## src/inc/lcdc_pkg.sv

```systemverilog
// How it works
// RL1 - rate is 2*clk/(64*divider), divider 6..127
// RL2 - timing only from link clock, divider input
// RL3 - odd divider uses half-clock steps
// RL4 - 64x oversampled input decimated to one word
// RL5 - output interpolated into 4-bit 64x converter
// RL6 - voice low-pass sits inside decimator; code runs it after the decimator, sidetone and gain
// RL7 - voice filter only while enable set
// RL8 - mute feeds zero samples, converter keeps running
// RL9 - loopback routes output path into input path
// RL10 - sidetone subtracts fixed output fraction when enabled
// RL11 - programmable input attenuation from control field
// RL12 - output words read as two's complement
// RL13 - input words delivered as two's complement
// RL14 - one strobe per sample, one word each way
package lcdc_pkg;
   localparam int OS_RATIO = 64;
   localparam int OS_CNT_W = 6;
   localparam int DIV_W = 8;
   localparam logic [7:0] DIV_MIN = 8'h05;
   localparam logic [7:0] DIV_MAX = 8'h80;
   localparam logic [7:0] HALF_STEP = 8'h02;
   localparam int WORD_W = 14;
   localparam int DAC_W = 4;
   localparam int DEC_W = 11;
   localparam int DEC_SHIFT = 3;
   localparam int VOICE_SHIFT = 2;
   localparam logic [3:0] MOD_POS = 4'h7;
   localparam logic [3:0] MOD_NEG = 4'h9;
   localparam logic [13:0] WORD_RST = 14'h0000;
   localparam int FIFO_DEPTH = 4;
endpackage

```

## src/core/lcdc_fifo.sv

```systemverilog
`timescale 1ns/1ps
module lcdc_fifo #(
   parameter int WIDTH = 14,
   parameter int DEPTH = 4
) (
   input wire logic clk, // link clock
   input wire logic sys_rst, // sync reset
   input wire logic [WIDTH-1:0] in_data, // write word
   input wire logic in_valid, // write request
   output logic in_ready, // not full
   output logic [WIDTH-1:0] out_data, // head word
   output logic out_valid, // not empty
   input wire logic out_ready // pop
);
   localparam int AW = (DEPTH > 1) ? $clog2(DEPTH) : 1;
   generate
      if (DEPTH < 2 || (1 << AW) != DEPTH) begin : g_chk
         $error("lcdc_fifo depth must be a power of two, at least 2");
      end
   endgenerate
   logic [WIDTH-1:0] mem [DEPTH];
   logic [AW:0] wr_ptr, rd_ptr, next_wr_ptr, next_rd_ptr;
   logic push, pop;
   always_comb begin
      in_ready = (wr_ptr - rd_ptr) != (AW+1)'(DEPTH);
      out_valid = wr_ptr != rd_ptr;
      push = in_valid && in_ready;
      pop = out_valid && out_ready;
      next_wr_ptr = push ? wr_ptr + (AW+1)'(1) : wr_ptr;
      next_rd_ptr = pop ? rd_ptr + (AW+1)'(1) : rd_ptr;
      out_data = mem[rd_ptr[AW-1:0]];
   end
   always_ff @(posedge clk) begin
      if (sys_rst) begin
         wr_ptr <= '0;
         rd_ptr <= '0;
      end else begin
         wr_ptr <= next_wr_ptr;
         rd_ptr <= next_rd_ptr;
      end
      if (push) begin
         mem[wr_ptr[AW-1:0]] <= in_data;
      end
   end
endmodule

```

## src/core/lcdc_top.sv

```systemverilog
`timescale 1ns/1ps
module lcdc_top
   import lcdc_pkg::*;
#(
   parameter int ATT_W = 1,
   parameter int BUF_DEPTH = lcdc_pkg::FIFO_DEPTH
) (
   input wire logic clk, // link clock, 250 MHz
   input wire logic sys_rst, // sync reset, active high
   input wire logic [lcdc_pkg::DIV_W-1:0] rate_div, // sample rate divider
   input wire logic voice_filt_en, // voice low-pass enable
   input wire logic mute, // output mute
   input wire logic loopback, // output path into input path
   input wire logic sidetone_en, // sidetone suppression enable
   input wire logic [ATT_W-1:0] atten_sel, // input attenuation, 6 dB steps
   input wire logic adc_bit, // input modulator bit stream
   input wire logic [lcdc_pkg::WORD_W-1:0] tx_data, // output sample word
   input wire logic tx_valid, // output word offered
   output logic tx_ready, // buffer can take a word
   output logic [lcdc_pkg::WORD_W-1:0] rx_data, // input sample word
   output logic rx_valid, // input word pulse
   output logic [lcdc_pkg::DAC_W-1:0] dac_code, // 4-bit converter code
   output logic sample_strobe, // one pulse per sample
   output logic div_err // divider out of range
);
   generate
      if (ATT_W < 1 || ATT_W > 3) begin : g_chk
         $error("lcdc_top atten width must be 1..3");
      end
      // the buffer needs room for at least one word in flight
      if (BUF_DEPTH < 2) begin : g_chk_buf
         $error("lcdc_top buffer depth must be at least 2");
      end
      // the tick counter must wrap exactly once per sample
      if ((1 << OS_CNT_W) != OS_RATIO) begin : g_chk_os
         $error("lcdc_top oversample counter width does not match the ratio");
      end
   endgenerate

   // clamp a widened result back into one sample word
   function automatic logic signed [WORD_W-1:0] sat_word(input logic signed [WORD_W+1:0] v);
      logic signed [WORD_W+1:0] hi;
      logic signed [WORD_W+1:0] lo;
      hi = (WORD_W+2)'(2 ** (WORD_W-1) - 1);
      lo = -hi - (WORD_W+2)'(1);
      if (v > hi) begin
         sat_word = WORD_W'(hi);
      end else if (v < lo) begin
         sat_word = WORD_W'(lo);
      end else begin
         sat_word = WORD_W'(v);
      end
   endfunction

   // fifo between host words and the sample clock
   // tx_ready comes straight from the buffer, so a pop frees room on the next clock
   logic [WORD_W-1:0] buf_data;
   logic buf_valid, buf_pop;
   lcdc_fifo #(.WIDTH(WORD_W), .DEPTH(BUF_DEPTH)) u_buf (
      .clk(clk),
      .sys_rst(sys_rst),
      .in_data(tx_data),
      .in_valid(tx_valid),
      .in_ready(tx_ready),
      .out_data(buf_data),
      .out_valid(buf_valid),
      .out_ready(buf_pop)
   );

   // rate generator: counts half periods, so odd dividers alternate between two tick gaps one clock apart
   logic [DIV_W-1:0] half_acc, next_half_acc;
   logic [OS_CNT_W-1:0] os_cnt, next_os_cnt;
   logic os_tick, next_os_tick, strobe, next_strobe, next_div_err;
   logic [DIV_W:0] acc_sum;
   logic [DIV_W-1:0] last_div, next_last_div;
   always_comb begin
      acc_sum = {1'b0, half_acc} + {1'b0, HALF_STEP};
      // out-of-range divider freezes the phase and all ticks
      next_div_err = !(rate_div > DIV_MIN && rate_div < DIV_MAX); // RL1
      next_half_acc = half_acc;
      next_last_div = rate_div;
      next_os_tick = 1'b0;
      next_os_cnt = os_cnt;
      next_strobe = 1'b0;
      if (!next_div_err) begin
         if (rate_div != last_div) begin
            // new divider restarts the phase instead of a burst of catch-up ticks
            next_half_acc = '0;
         end else if (acc_sum >= {1'b0, rate_div}) begin // RL3
            next_half_acc = DIV_W'(acc_sum - {1'b0, rate_div});
            next_os_tick = 1'b1; // RL1
         end else begin
            next_half_acc = DIV_W'(acc_sum);
         end
      end
      if (os_tick) begin
         next_os_cnt = os_cnt + OS_CNT_W'(1);
         next_strobe = os_cnt == OS_CNT_W'(OS_RATIO - 1); // RL14
      end
   end
   always_ff @(posedge clk) begin // RL2
      if (sys_rst) begin
         half_acc <= '0;
         last_div <= '0;
         os_tick <= 1'b0;
         os_cnt <= '0;
         strobe <= 1'b0;
         div_err <= 1'b1;
      end else begin
         half_acc <= next_half_acc;
         last_div <= next_last_div;
         os_tick <= next_os_tick;
         os_cnt <= next_os_cnt;
         strobe <= next_strobe;
         div_err <= next_div_err;
      end
   end
   assign sample_strobe = strobe;

   // output path: word per strobe, linear ramp, first-order noise shaping
   logic signed [WORD_W-1:0] out_cur, out_prev, next_out_cur, next_out_prev;
   logic signed [WORD_W+OS_CNT_W:0] ramp, next_ramp;
   logic signed [WORD_W:0] shaped;
   // step taken one bit wider so full-scale swings cannot wrap
   logic signed [WORD_W:0] ramp_step;
   logic [WORD_W-DAC_W-1:0] q_err, next_q_err;
   logic [DAC_W-1:0] next_dac;
   always_comb begin
      buf_pop = strobe; // RL14
      next_out_cur = out_cur;
      next_out_prev = out_prev;
      next_ramp = ramp;
      next_q_err = q_err;
      next_dac = dac_code;
      shaped = '0;
      ramp_step = (WORD_W+1)'(out_cur) - (WORD_W+1)'(out_prev);
      if (strobe) begin
         next_out_prev = out_cur;
         // underrun plays silence rather than repeating a stale word
         next_out_cur = (mute || !buf_valid) ? WORD_RST : $signed(buf_data); // RL8 RL12
         next_ramp = (WORD_W+OS_CNT_W+1)'(out_cur) <<< OS_CNT_W;
      end else if (os_tick) begin
         next_ramp = ramp + (WORD_W+OS_CNT_W+1)'(ramp_step); // RL5
      end
      if (os_tick) begin
         shaped = (WORD_W+1)'(ramp >>> OS_CNT_W) + $signed({1'b0, q_err});
         // clamp keeps the shaper from wrapping at full scale
         if (shaped > (WORD_W+1)'(2 ** (WORD_W-1) - 1)) begin
            shaped = (WORD_W+1)'(2 ** (WORD_W-1) - 1);
         end
         next_dac = shaped[WORD_W-1 -: DAC_W]; // RL5
         next_q_err = shaped[WORD_W-DAC_W-1:0];
      end
   end
   always_ff @(posedge clk) begin
      if (sys_rst) begin
         out_cur <= '0;
         out_prev <= '0;
         ramp <= '0;
         q_err <= '0;
         dac_code <= '0;
      end else begin
         out_cur <= next_out_cur;
         out_prev <= next_out_prev;
         ramp <= next_ramp;
         q_err <= next_q_err;
         dac_code <= next_dac;
      end
   end

   // input path: integrate-and-dump decimator, then sidetone, gain, voice filter
   logic signed [DEC_W-1:0] dec_sum, next_dec_sum, dec_total;
   logic signed [DAC_W-1:0] in_val;
   logic signed [WORD_W-1:0] dec_word, st_word, att_word, voice, next_voice;
   logic [WORD_W-1:0] next_rx_data;
   logic next_rx_valid;
   // widened so sidetone and the voice filter saturate instead of wrapping
   logic signed [WORD_W+1:0] st_cut, voice_step;
   always_comb begin
      if (loopback) begin
         in_val = $signed(dac_code); // RL9
      end else begin
         in_val = adc_bit ? $signed(MOD_POS) : $signed(MOD_NEG);
      end
      dec_total = dec_sum + DEC_W'(in_val);
      next_dec_sum = dec_sum;
      if (strobe) begin
         next_dec_sum = '0;
      end else if (os_tick) begin
         next_dec_sum = dec_total; // RL4
      end
      dec_word = WORD_W'(dec_sum) <<< DEC_SHIFT;
      // fixed 3/4 of the line output, close to the resistor ratio
      st_cut = (WORD_W+2)'(out_cur >>> 1) + (WORD_W+2)'(out_cur >>> 2);
      st_word = sidetone_en ? sat_word((WORD_W+2)'(dec_word) - st_cut) : dec_word; // RL10
      att_word = st_word >>> atten_sel; // RL11
      voice_step = ((WORD_W+2)'(att_word) - (WORD_W+2)'(voice)) >>> VOICE_SHIFT;
      next_voice = voice;
      if (strobe) begin
         next_voice = sat_word((WORD_W+2)'(voice) + voice_step); // RL6
      end
      next_rx_valid = strobe; // RL14
      next_rx_data = rx_data;
      if (strobe) begin
         next_rx_data = voice_filt_en ? next_voice : att_word; // RL7 RL13
      end
   end
   always_ff @(posedge clk) begin
      if (sys_rst) begin
         dec_sum <= '0;
         voice <= '0;
         rx_data <= '0;
         rx_valid <= 1'b0;
      end else begin
         dec_sum <= next_dec_sum;
         voice <= next_voice;
         rx_data <= next_rx_data;
         rx_valid <= next_rx_valid;
      end
   end
endmodule

```

## config.mk

```make
export PLATFORM = sky130hd
export DESIGN_NAME = lcdc_top
export DESIGN_NICKNAME = d
export VERILOG_FILES = /design/src/inc/lcdc_pkg.sv /design/src/core/lcdc_fifo.sv /design/src/core/lcdc_top.sv
export SDC_FILE = /design/constraint.sdc
export NUM_CORES = 1
export LEC_CHECK = 0
export BUFFER_PORTS_ARGS = -buffer_cell sky130_fd_sc_hd__clkbuf_2
export CAP_MARGIN = 20
export CORE_ASPECT_RATIO = 0.5
export CORE_MARGIN = 2
export CORE_UTILIZATION = 50
export DETAILED_ROUTE_END_ITERATION = 8
export PLACE_DENSITY = 0.67
export SETUP_SLACK_MARGIN = 0.02
export SLEW_MARGIN = 5
export SYNTH_ARGS = -nofsm -noshare
export SYNTH_HDL_FRONTEND = slang
export SYNTH_SLANG_ARGS = --single-unit
```

## constraint.sdc

```tcl
create_clock -name clk -period 15.9 [get_ports clk]
set_clock_uncertainty 0.15 [all_clocks]
set_input_delay 3.18 -clock clk [delete_from_list [all_inputs] [get_ports clk]]
set_output_delay 3.18 -clock clk [all_outputs]
set_load 0.01 [all_outputs]
```

== Yosys cells after proc, flatten, opt, wreduce, memory -nomap -nowiden ==
Memories as Yosys holds them, arrays and structs flattened. A register that Yosys moved wholly into a read port is not among the register bits.
Cells that the tools add are included.

* Multiplexer cells: 20
* Equal/unequal tests: 4
* Reduce and logical (&&, ||, !) cells: 10
* Bitwise gates (word level): 2
* Add/subtract/negate cells: 14
* $lt $le $gt $ge: 8
* Shift operators: 1

{| class="wikitable"
|+ Operators with widths
! cell !! count
|-
| 2-to-1 mux 14 bit || 9
|-
| > comparator 15 x 14 -> 1 bit (second input constant) || 3
|-
| subtractor 14 x 14 -> 15 bit || 3
|-
| 2-to-1 mux 21 bit || 2
|-
| less-than comparator 15 x 14 -> 1 bit (second input constant) || 2
|-
| adder 21 x 15 -> 21 bit || 1
|-
| 2-to-1 mux 8 bit || 2
|-
| adder 14 x 13 -> 15 bit || 1
|-
| adder 15 x 11 -> 15 bit || 1
|-
| adder 13 x 12 -> 14 bit || 1
|-
| >>> shifter 14 x 1 -> 14 bit || 1
|-
| adder 11 x 4 -> 11 bit || 1
|-
| adder 8 x 2 -> 9 bit (second input constant) || 1
|-
| greater-or-equal comparator 9 x 8 -> 1 bit || 1
|-
| > comparator 8 x 3 -> 1 bit (second input constant) || 1
|-
| less-than comparator 8 bit (second input constant) || 1
|-
| 2-to-1 mux 4 bit || 2
|-
| != test 8 bit || 1
|-
| subtractor 8 bit || 1
|-
| adder 3 x 1 -> 3 bit (second input constant) || 2
|-
| adder 6 x 1 -> 6 bit (second input constant) || 1
|-
| equality test 6 bit (second input constant) || 1
|-
| 2-to-1 mux 2 bit || 2
|-
| OR reduction 2 bit || 2
|-
| 10 further kinds || 16
|}

* Bits in registers: 134
* Logic and storage cells: 78
* Memories kept: 1
* RAM bits: 56
* Output and inout port bits: 22

{| class="wikitable"
|+ Memory list
! memory !! depth !! width !! read ports !! clocked after memory_dff !! write ports !! line !! text
|-
| u_buf.mem || 4 || 14 || 1 || 1 || 1 || lcdc_fifo.sv:21 || <nowiki>logic [WIDTH-1:0] mem [DEPTH];</nowiki>
|}

== Logic depth before layout (Yosys ltp) ==
Gate-level depths: netlist of run 1.

* Depth in word-level cells: 14
* Depth in mapped cells: 35
* Depth with buffers taken out: 33

== Cells and area by module ==
A second synthesis of run 1 with hierarchy kept.

* Cells, all modules: 1352
* Area, all modules: 12593.3 um^2

{| class="wikitable"
|+ Modules (own cells, without submodules)
! module !! area an instance (um^2) !! cells each !! instances !! sequential area each (um^2)
|-
| lcdc_top || 10090.9 || 1228 || 1 || 2562.5
|-
| lcdc_fifo || 2502.4 || 124 || 1 || 1841.8
|}

== Worst setup path after synthesis of run 1 ==
Ideal clock, no wire load.

* Path type: input-to-reg
* From: in sidetone_en
* To: reg rx_data[9] (netlist name)
* Data required time: 15.630 ns
* Cell stages on the path: 25
* Data arrival time: 7.999 ns
* Setup time: 0.120 ns
* Slack: 7.632 ns
* Path through: clkbuf_2 -> clkbuf_1 -> mux2i_1 -> mux2i_1 -> ha_1 -> a21o_1 -> a21o_1 -> a21oi_1 -> o21ai_0 -> nand2_1 -> o311ai_4 -> a21oi_1 -> xnor2_1 -> ha_1 -> a21o_1 -> a21oi_1 -> nor2_1 -> a211oi_1 -> a22oi_1 -> a31oi_1 -> mux2_2 -> buf_6 -> a21oi_2 -> nor2_1 -> a211o_1

* Longest elaborated chain between the ends: 9
* Elaborated cells between the ends (all ways): 10

{| class="wikitable"
|+ RTL lines
! item !! line !! text
|-
| start: declaration || lcdc_top.sv:14 || <nowiki>input wire logic sidetone_en,</nowiki>
|-
| 2-to-1 mux 14 bit (*) || lcdc_top.sv:195 || <nowiki>st_word = sidetone_en ? sat_word((WORD_W+2)'(dec_word) - st_cut) : dec_word;</nowiki>
|-
| >>> shifter 14 x 1 -> 14 bit (*) || lcdc_top.sv:196 || <nowiki>att_word = st_word >>> atten_sel;</nowiki>
|-
| subtractor 14 x 14 -> 15 bit || lcdc_top.sv:197 || <nowiki>voice_step = ((WORD_W+2)'(att_word) - (WORD_W+2)'(voice)) >>> VOICE_SHIFT;</nowiki>
|-
| adder 14 x 13 -> 15 bit || lcdc_top.sv:200 || <nowiki>next_voice = sat_word((WORD_W+2)'(voice) + voice_step);</nowiki>
|-
| less-than comparator 15 x 14 -> 1 bit || lcdc_top.sv:48 || <nowiki>end else if (v < lo) begin</nowiki>
|-
| 2-to-1 mux 14 bit || lcdc_top.sv:48 ||
|-
| 2-to-1 mux 14 bit || lcdc_top.sv:46 || <nowiki>if (v > hi) begin</nowiki>
|-
| 2-to-1 mux 14 bit || lcdc_top.sv:199 || <nowiki>if (strobe) begin</nowiki>
|-
| 2-to-1 mux 14 bit (*) || lcdc_top.sv:205 || <nowiki>next_rx_data = voice_filt_en ? next_voice : att_word;</nowiki>
|-
| end signal: assignment || lcdc_top.sv:217 || <nowiki>rx_data <= next_rx_data;</nowiki>
|-
| end: declaration || lcdc_top.sv:20 || <nowiki>output logic [lcdc_pkg::WORD_W-1:0] rx_data,</nowiki>
|}

Every way passes the cells marked *; elsewhere a longest branch is shown, timed or not.
A chain may end at the register's enable or synchronous reset.

== Worst setup path after layout of run 1 ==
* From: reg out_cur[13]
* To: reg rx_data[2] (netlist name)

* Longest elaborated chain between the ends: 14
* Elaborated cells between the ends (all ways): 16

{| class="wikitable"
|+ RTL lines
! item !! line !! text
|-
| start: declaration || lcdc_top.sv:121 || <nowiki>logic signed [WORD_W-1:0] out_cur, out_prev, next_out_cur, next_out_prev;</nowiki>
|-
| start signal: assignment || lcdc_top.sv:163 || <nowiki>out_cur <= next_out_cur;</nowiki>
|-
| adder 13 x 12 -> 14 bit (*) || lcdc_top.sv:194 || <nowiki>st_cut = (WORD_W+2)'(out_cur >>> 1) + (WORD_W+2)'(out_cur >>> 2);</nowiki>
|-
| subtractor 14 x 14 -> 15 bit (*) || lcdc_top.sv:195 ||
|-
| less-than comparator 15 x 14 -> 1 bit || lcdc_top.sv:48 ||
|-
| 2-to-1 mux 14 bit || lcdc_top.sv:48 ||
|-
| 2-to-1 mux 14 bit (*) || lcdc_top.sv:46 ||
|-
| 2-to-1 mux 14 bit (*) || lcdc_top.sv:195 ||
|-
| >>> shifter 14 x 1 -> 14 bit (*) || lcdc_top.sv:196 ||
|-
| subtractor 14 x 14 -> 15 bit || lcdc_top.sv:197 ||
|-
| adder 14 x 13 -> 15 bit || lcdc_top.sv:200 ||
|-
| less-than comparator 15 x 14 -> 1 bit || lcdc_top.sv:48 ||
|-
| 2-to-1 mux 14 bit || lcdc_top.sv:48 ||
|-
| 2-to-1 mux 14 bit || lcdc_top.sv:46 ||
|-
| 2-to-1 mux 14 bit || lcdc_top.sv:199 ||
|-
| 2-to-1 mux 14 bit (*) || lcdc_top.sv:205 ||
|}

Marked as above.

==> results_dict.tcl, run 1 <==
set metrics [dict create \
    status "finished, final reports clean" \
    drive_gt1_share_pct 9.92 \
    drt_pass1_iterations 5 \
    synth_warnings 0 \
    cts_tree "done" \
    die_area_um2 26800 \
    report.final.hold_viol_count 0 \
    avgSynthCellArea_um2 9.29 \
    rsz0062_at_grt "no" \
    synth_seq_cells 192 \
    period_share_pct 55.2 \
    synth_cells 1368 \
    yosysSeqAreaShare_pct 34.7 \
    cts_buffers 17 \
    crit_slowest_cell "nor3_1" \
    rows 41 \
    wl_per_cell_um 16.8 \
    fin_crit_ns 8.77 \
    cp-end-kind "flop" \
    grt_pass1_vias 9564 \
    grt_pass1_wl_mm 48.4 \
    place.gp.congestion 0.879 \
    ioPinCount 53 \
    path_max_fanout 11 \
    synth_top_flop_cell "dfxtp_1" \
    io_buffers 52 \
    synth_top_cell_area_share_pct 21.4 \
    layout.nets 1556 \
    cts_resized 0 \
    worstPathRequired_ns 16.07 \
    worst_slack_ns 7.13 \
    path_delay_family "compound AO/OA/AOI/OAI gates" \
    grt_overflow 0 \
    syn_to_final_growth_pct 8.89 \
    design_area_um2 13800 \
    synth_common_cells "inv_1, dfxtp_1, nor2_1, ha_1, a21oi_1" \
    die_h_um 117 \
    dp_slack_ns 7.21 \
    initial_core_util_pct 50.7 \
    setup_violations 0 \
    synth_most_common_cell "inv_1" \
    critPathBufInv 1 \
    synthArstFlopShare_pct 0 \
    synth.area.top_cells "dfxtp_1, edfxtp_1, ha_1" \
    drtAntennaViolNets 0 \
    slew_headroom_pct 35.1 \
    p_leak_nw 5.54 \
    max_freq_mhz 114 \
    synth-edff-count 56 \
    die_w_um 229 \
    start_kind "flop" \
    max_cap_viol_count 0 \
    netlist_area_um2 12700 \
    tns_ns 0 \
    antenna_cells 0 \
    drcViolationCount 0 \
    syn_nets 1536 \
    n_fill_cell 2248 \
    maxSlewViolCount 0 \
    grt_max_degree 53 \
    grtUsageTotal_pct 22.6 \
    via_per_inst 5.62 \
    peakVddDrop_mv 0.0777 \
    antenna_found_initial 1 \
    cts_root_buffer "clkbuf_16" \
    cts_setup_buffers 0 \
    hpwl_mm 21.6 \
    core_um2 25100 \
    clkTransAtPathRegs_ns 0.08 \
    max_stage_delay_ns 0.77 \
    yosys.area.top_type "dfxtp_1" \
    numClockSinks 192 \
    worst_pin_slew_ns 0.967 \
    wirelength_mm 29.3 \
    min_path_type "flop to flop" \
    clk_path_buf_depth 2 \
    htree_levels 4 \
    ctsHoldBuffers 0 \
    drtIter0Drc 598 \
    power_density_nw_per_um2 75.4 \
    clock_latency_ns 0.46 \
    cp.arrival_ns 8.94 \
    synth_cell_types 87 \
    power_mw 1.04 \
    num_vias 9813 \
    placed_area_um2 13200 \
    critPathKind "flop to flop" \
]
sequential cells by signal, indices dropped and copies added, names as in the netlist, 3 cells and up, named ones only:
| name | flops |
|---|---|
| dac_code | 4 |
| dec_sum | 11 |
| half_acc | 8 |
| last_div | 8 |
| os_cnt | 6 |
| out_cur | 14 |
| out_prev | 14 |
| q_err | 10 |
| ramp | 21 |
| rx_data | 14 |
| u_buf.mem | 56 |
| u_buf.rd_ptr | 3 |
| u_buf.wr_ptr | 3 |
| voice | 14 |
stage by stage:
stage	std cells	hold WS [ns]	util, %
6_report	1745	0.288	55.2
3_5_place_dp	1713	0.279	52.7
3_3_place_gp	1713	0.275	52.7
2_1_floorplan	1368	0.269	-
5_1_grt	1745	0.298	55.2
4_1_cts	1745	0.290	55.2
per-layer routing:
layer	up-vias	global-route usage, %	routed length (um)
li1	4900	-	-
met5	-	0	0
met1	4672	29.9	14100
met2	195	38.1	13500
met3	46	3.71	1090
met4	0	7.84	671
tightest hold or removal path, stage by stage, from the launching register on:
cell and delay (ns):
dfxtp_1 0.32, nand2_1 0.05, nor3_1 0.03
placed cells by master (no fill, tap or decap), types with 11 or more instances in the layout:
| cell | netlist | final |
|---|---|---|
| a211oi_1 | 31 | 31 |
| o22ai_1 | 16 | 16 |
| mux4_2 | 14 | 14 |
| or3_1 | 11 | 11 |
| nand3_1 | 25 | 25 |
| nor3_1 | 25 | 25 |
| o21ai_0 | 56 | 56 |
| inv_1 | 156 | 156 |
| xor2_1 | 32 | 32 |
| nand2b_1 | 33 | 33 |
| a21oi_1 | 79 | 79 |
| fa_1 | 34 | 34 |
| nand2_1 | 74 | 74 |
| and3_1 | 12 | 12 |
| a31oi_1 | 14 | 14 |
| ha_1 | 103 | 103 |
| edfxtp_1 | 56 | 56 |
| clkbuf_2 | 1 | 51 |
| a21o_1 | 18 | 18 |
| o21a_1 | 11 | 11 |
| mux2i_1 | 42 | 42 |
| nor2b_1 | 16 | 16 |
| nor2_1 | 115 | 115 |
| clkbuf_16 | 0 | 17 |
| xnor2_1 | 45 | 45 |
| dfxtp_1 | 136 | 134 |
logic make-up after synthesis:
family                   count (synthesis)  synth area share [%]
AO/OA/AOI/OAI                          333                  18.0
multiplexers                            60                  6.23
AND/OR/NAND/NOR                        356                  13.8
adder cells (fa/ha/maj)                137                  15.5
XOR/XNOR                                77                  5.31
flip-flops                             192                  34.7
buffers and inverters                  213                  6.47
report_power, final:
part           internal [mW]  total, mW  switching (mW)
Clock                  0.222      0.452           0.230
Combinational         0.0291     0.0757          0.0465
Sequential             0.512      0.515         0.00261
final timing paths:
check              start            end  slack, ns  depth (start not counted)
max          out_cur[13]     rx_data[2]       7.13                         30
min            os_cnt[5]  sample_strobe       0.29                          2
max reg2reg  out_cur[13]     rx_data[2]       7.13                         30
min reg2reg    os_cnt[5]  sample_strobe       0.29                          2
layout make-up:
class | count | area [um2] | area share (%)
inverter | 157 | 589 | 4.26
sequential | 192 | 4410 | 31.8
clock inverter | 14 | 190 | 1.37
timing repair buffer | 57 | 300 | 2.17
clock buffer | 18 | 439 | 3.17
multi-input combinational | 963 | 7480 | 54.1
tap | 344 | 430 | 3.11
No activity file was read; power rests on OpenSTA's default activity.
==> run 2, diff against run 1 <==
ABC_AREA = 1   (was unset)
PLACE_DENSITY = 0.69   (was 0.67)
clock period = 7.02 ns   (was 15.9 ns; I/O delays follow)
==> run 2 against run 1 <==
Net effect:
- die area increased by 0.86%
- total power rose by 140%
- worst hold slack gained 0.016 ns
- critical path depth up 5
- cell count rose by 20%
- global-route usage grew 1.6 points
- count of clock-buffer cells in the layout is 1 lower
- utilization grew 0.72 points
- design area increased by 1.7%
- routed wire length grew 8.6%
- sequential power rose by 130%
- area after synthesis rose by 0.88%
- critical endpoint is now rx_data[9]
- highest routed layer unchanged
==> results_dict.tcl, run 2 <==
set metrics [dict create \
    p_leak_nw 6.53 \
    netlist_area_um2 12800 \
    layout.area.seq_um2 4400 \
    synth-edff-count 56 \
    critPathBufInv 3 \
    critPathKind "flop to flop" \
    maxSlewViolCount 0 \
    yosys.area.top_type "dfxtp_1" \
    synth_most_common_cell "nand2_1" \
    yosysSeqAreaShare_pct 34.4 \
    die_area_um2 27000 \
    clock_latency_ns 0.46 \
    cts_buffers 17 \
    path_delay_family "simple AND/OR/NAND/NOR gates" \
    grt_pass1_wl_mm 51.1 \
    placed_area_um2 13400 \
    max_cap_viol_count 0 \
    clkTransAtPathRegs_ns 0.09 \
    grtUsageTotal_pct 24.2 \
    path_max_fanout 10 \
    crit_slowest_cell "fa_1" \
    die_w_um 230 \
    n_fill_cell 2400 \
    drt_pass1_iterations 7 \
    wl_per_cell_um 15.2 \
    synth_warnings 0 \
    cp-end-kind "flop" \
    slew_headroom_pct 30.6 \
    power_mw 2.47 \
    synth_top_cell_area_share_pct 21.2 \
    die_h_um 117 \
    clk_path_buf_depth 2 \
    setup_violations 0 \
    worstPathRequired_ns 7.28 \
    place.gp.congestion 0.973 \
    antenna_found_initial 0 \
    synth_cells 1687 \
    via_per_inst 5.27 \
    synthArstFlopShare_pct 0 \
    max_stage_delay_ns 0.50 \
    initial_core_util_pct 50.9 \
    fin_crit_ns 6.41 \
    synth_common_cells "nand2_1, inv_1, a21oi_1, dfxtp_1, o21ai_0" \
    synth.area.top_cells "dfxtp_1, edfxtp_1, nand2_1" \
    reg2reg_slack_ns 0.61 \
    cts_root_buffer "clkbuf_16" \
    antenna_cells 0 \
    synth_seq_cells 192 \
    drtIter0Drc 756 \
    peakVddDrop_mv 0.179 \
    status "finished, final reports clean" \
    drive_gt1_share_pct 9.01 \
    multi_input_area_um2 7290 \
    rsz0062_at_grt "no" \
    largest_reg_flops 56 \
    cts_tree "done" \
    ctsHoldBuffers 0 \
    cp.arrival_ns 6.67 \
    drtAntennaViolNets 0 \
    grt_pass1_vias 10100 \
    final_common_cell "nand2_1" \
    core_um2 25200 \
    grt_overflow 0 \
    io_buffers 52 \
    max_freq_mhz 156 \
    synth_top_flop_cell "dfxtp_1" \
    worst_pin_slew_ns 1.04 \
    ioPinCount 53 \
    grt_max_degree 39 \
    syn_nets 1855 \
    numClockSinks 192 \
    rows 41 \
    min_path_type "flop to flop" \
    utilization_pct 55.9 \
    power_density_nw_per_um2 175 \
    layout.nets 1897 \
    num_vias 11000 \
    drcViolationCount 0 \
    synth_cell_types 53 \
    tns_ns 0 \
    period_share_pct 91.3 \
    cp_common_cell "nand2_1" \
    design_area_um2 14100 \
    htree_levels 4 \
    wirelength_mm 31.8 \
    hpwl_mm 23.7 \
    start_kind "flop" \
    layout_common_cells "nand2_1, inv_1, a21oi_1, dfxtp_1, o21ai_0" \
    avgSynthCellArea_um2 7.60 \
    report.final.hold_viol_count 0 \
    syn_to_final_growth_pct 9.81 \
]
-- run 2: cell count changes after synthesis, moves of 13 or more --
cell / previous run / this run
a211oi_1: 31 / 6
a21oi_1: 79 / 158
mux4_2: 14 / 0
nand2_1: 74 / 382
nor2_1: 115 / 100
a32o_1: 1 / 14
nand2_2: 1 / 17
nor2b_1: 16 / 0
inv_1: 156 / 251
nand2b_1: 33 / 1
nand3_1: 25 / 64
mux2i_1: 42 / 0
xnor2_1: 45 / 26
o21ai_0: 56 / 114
-- run 2: cells by family after synthesis --
| group | share of synthesized area [%] |
|---|---|
| AND/OR/NAND/NOR | 20.6 |
| AO/OA/AOI/OAI | 16.6 |
| buffers and inverters | 8.88 |
| flip-flops | 34.4 |
| adder cells (fa/ha/maj) | 15.4 |
| XOR/XNOR | 4.16 |
-- run 2: per-stage QoR --
stage               setup slack (ns)  hold WS [ns]  std cells
finish                         0.612         0.304       2086
CTS                            0.564         0.309       2084
floorplan                       1.28         0.283       1687
global route                  0.0270         0.328       2086
global placement               0.553         0.289       2052
detailed placement             0.596         0.294       2052
-- run 2: tightest hold or removal path: cells and delay by family (launching register included) --
family        cells  cell delay [ns]
flops             1             0.31
simple gates      2             0.10
-- run 2: routing by layer --
metal / up-vias / track usage [%] / wire length [um]
met2: 266 / 42.1 / 14700
li1: 5640 / - / -
met1: 5045 / 31.3 / 14900
met5: - / 0 / 0
met4: 0 / 7.27 / 519
met3: 35 / 4.14 / 1620
-- run 2: path summary, 6_finish.rpt --
check | startpoint | end | cells past startpoint
max reg2reg | out_cur[10] | rx_data[9] | 35
min reg2reg | rx_data[0] | rx_data[0] | 2
min | rx_data[0] | rx_data[0] | 2
max | out_cur[10] | rx_data[9] | 35
-- run 2: layout make-up --
type	count	share of cell area, %
clock inverters	15	1.38
clock buffers	17	3.02
well taps	344	3.06
inverters	257	6.85
repair buffers	66	2.60
multi-input cells	1195	51.8
flip-flops and latches	192	31.3
-- run 2: power by group --
group / switching (mW) / internal [mW]
logic: 0.184 / 0.0950
registers: 0.00649 / 1.16
clock network: 0.527 / 0.491
-- run 2: timing repair --
item	in CTS	in global routing
setup endpoints to repair	0	10
setup buffers	0	1
gates resized for setup	0	2
==> run 3, diff against run 2 <==
CORE_UTILIZATION = 40   (was 50)
CTS_CLUSTER_SIZE = 20   (was unset)
PLACE_DENSITY = unset   (was 0.69)
clock period = 6.8 ns   (was 7.02 ns; I/O delays follow)
==> run 3 against run 2 <==
Net effect:
- non-clock buffer count grew 9
- register-to-register slack lost 0.13 ns
- global-route usage shrank 4.1 points
- largest cell class unchanged
- largest power group unchanged
==> results_dict.tcl, run 3 (synthesis results as in run 2) <==
set metrics [dict create \
    period_share_pct 92.9 \
    crit_slowest_cell "dfxtp_1" \
    tns_ns 0 \
    design_area_um2 14300 \
    n_fill_cell 3130 \
    worst_slack_ns 0.485 \
    clkTransAtPathRegs_ns 0.08 \
    wl_per_cell_um 15.2 \
    grt_pass1_vias 10100 \
    clk_path_buf_depth 2 \
    power_mw 2.57 \
    max_cap_viol_count 0 \
    startpoint "dec_sum[6]" \
    status "finished, final reports clean" \
    drcViolationCount 0 \
    largest_reg_flops 56 \
    slew_headroom_pct 33.3 \
    wirelength_mm 33.2 \
    clock_latency_ns 0.46 \
    initial_core_util_pct 40.6 \
    cp_common_cell "nand2_1" \
    layout.nets 1906 \
    min_from "rx_data[0]" \
    critPathKind "flop to flop" \
    r2r-start "dec_sum[6]" \
    drive_gt1_share_pct 10.2 \
    htree_levels 4 \
    cp.arrival_ns 6.54 \
    drtIter0Drc 732 \
    path_max_fanout 10 \
    antenna_found_initial 0 \
    start_kind "flop" \
    syn_to_final_growth_pct 11.9 \
    grtUsageTotal_pct 20.1 \
    peakVddDrop_mv 0.134 \
    io_buffers 52 \
    max_stage_delay_ns 0.49 \
    die_area_um2 33600 \
    cp-end-kind "flop" \
    fin_cells 2183 \
    antenna_cells 0 \
    ioPinCount 53 \
    numClockSinks 192 \
    hpwl_mm 24.9 \
    worstPathRequired_ns 7.03 \
    utilization_pct 45.4 \
    setup_violations 0 \
    via_per_inst 5.02 \
    place.gp.congestion 0.926 \
    worst_pin_slew_ns 0.999 \
    cts_tree "done" \
    rows 46 \
    die_w_um 257 \
    fin_crit_ns 6.32 \
    drt_pass1_iterations 5 \
    dp_cells 2142 \
    max_freq_mhz 158 \
    core_um2 31600 \
    p_leak_nw 6.60 \
    grt_max_degree 39 \
    report.final.hold_viol_count 0 \
    drtAntennaViolNets 0 \
    grt_overflow 0 \
    final_common_cell "nand2_1" \
    min_path_type "flop to flop" \
    num_vias 11000 \
    die_h_um 131 \
    grt_pass1_wl_mm 52.6 \
    maxSlewViolCount 0 \
    placed_area_um2 13600 \
    cts_root_buffer "clkbuf_16" \
    power_density_nw_per_um2 179 \
    layout_common_cells "nand2_1, inv_1, a21oi_1, dfxtp_1, o21ai_0" \
    hold_slack_ns 0.305 \
    cts_buffers 17 \
    dp_slack_ns 0.242 \
]
run 3: final timing paths:
path                              endpoint  slack, ns  depth (start not counted)
worst max-delay path            rx_data[5]       0.48                         34
worst min-delay path            rx_data[0]       0.31                          2
worst max register to register  rx_data[5]       0.48                         34
worst min register to register  rx_data[0]       0.31                          2
run 3: layer usage:
metal | routed length [um] | up-vias | GRT usage (%)
met2 | 15100 | 216 | 33.9
met4 | 582 | 0 | 5.54
met3 | 1520 | 44 | 3.38
met5 | 0 | - | 0
met1 | 16000 | 5038 | 26.9
li1 | - | 5655 | -
run 3: layout make-up:
| cell class | count | area [um2] | area share (%) |
|---|---|---|---|
| clock buffer | 17 | 425 | 2.97 |
| clock inverter | 15 | 194 | 1.35 |
| inverter | 257 | 965 | 6.73 |
| multi-input combinational | 1195 | 7360 | 51.3 |
| sequential | 192 | 4400 | 30.7 |
| tap | 432 | 541 | 3.77 |
| timing repair buffer | 75 | 449 | 3.13 |
run 3: report_power, final:
part           total [mW]  switching (mW)  internal [mW]
Clock                1.05           0.549          0.505
Sequential           1.21         0.00658           1.20
Combinational       0.307           0.203          0.104
run 3: repair_timing:
item | 4_1_cts | 5_1_grt
setup buffers | 0 | 8
hold buffers | 0 | 0
setup endpoints to repair | 0 | 26
gates resized for setup | 0 | 21
run 3: worst max-delay path: cells and delay by family (launching register included):
kind / cells / cell delay [ns]
AND/OR/NAND/NOR: 17 / 1.78
XOR/XNOR: 1 / 0.26
flip-flops: 1 / 0.49
buffers and inverters: 2 / 0.24
AO/OA/AOI/OAI: 10 / 1.71
adder cells (fa/ha/maj): 4 / 1.56
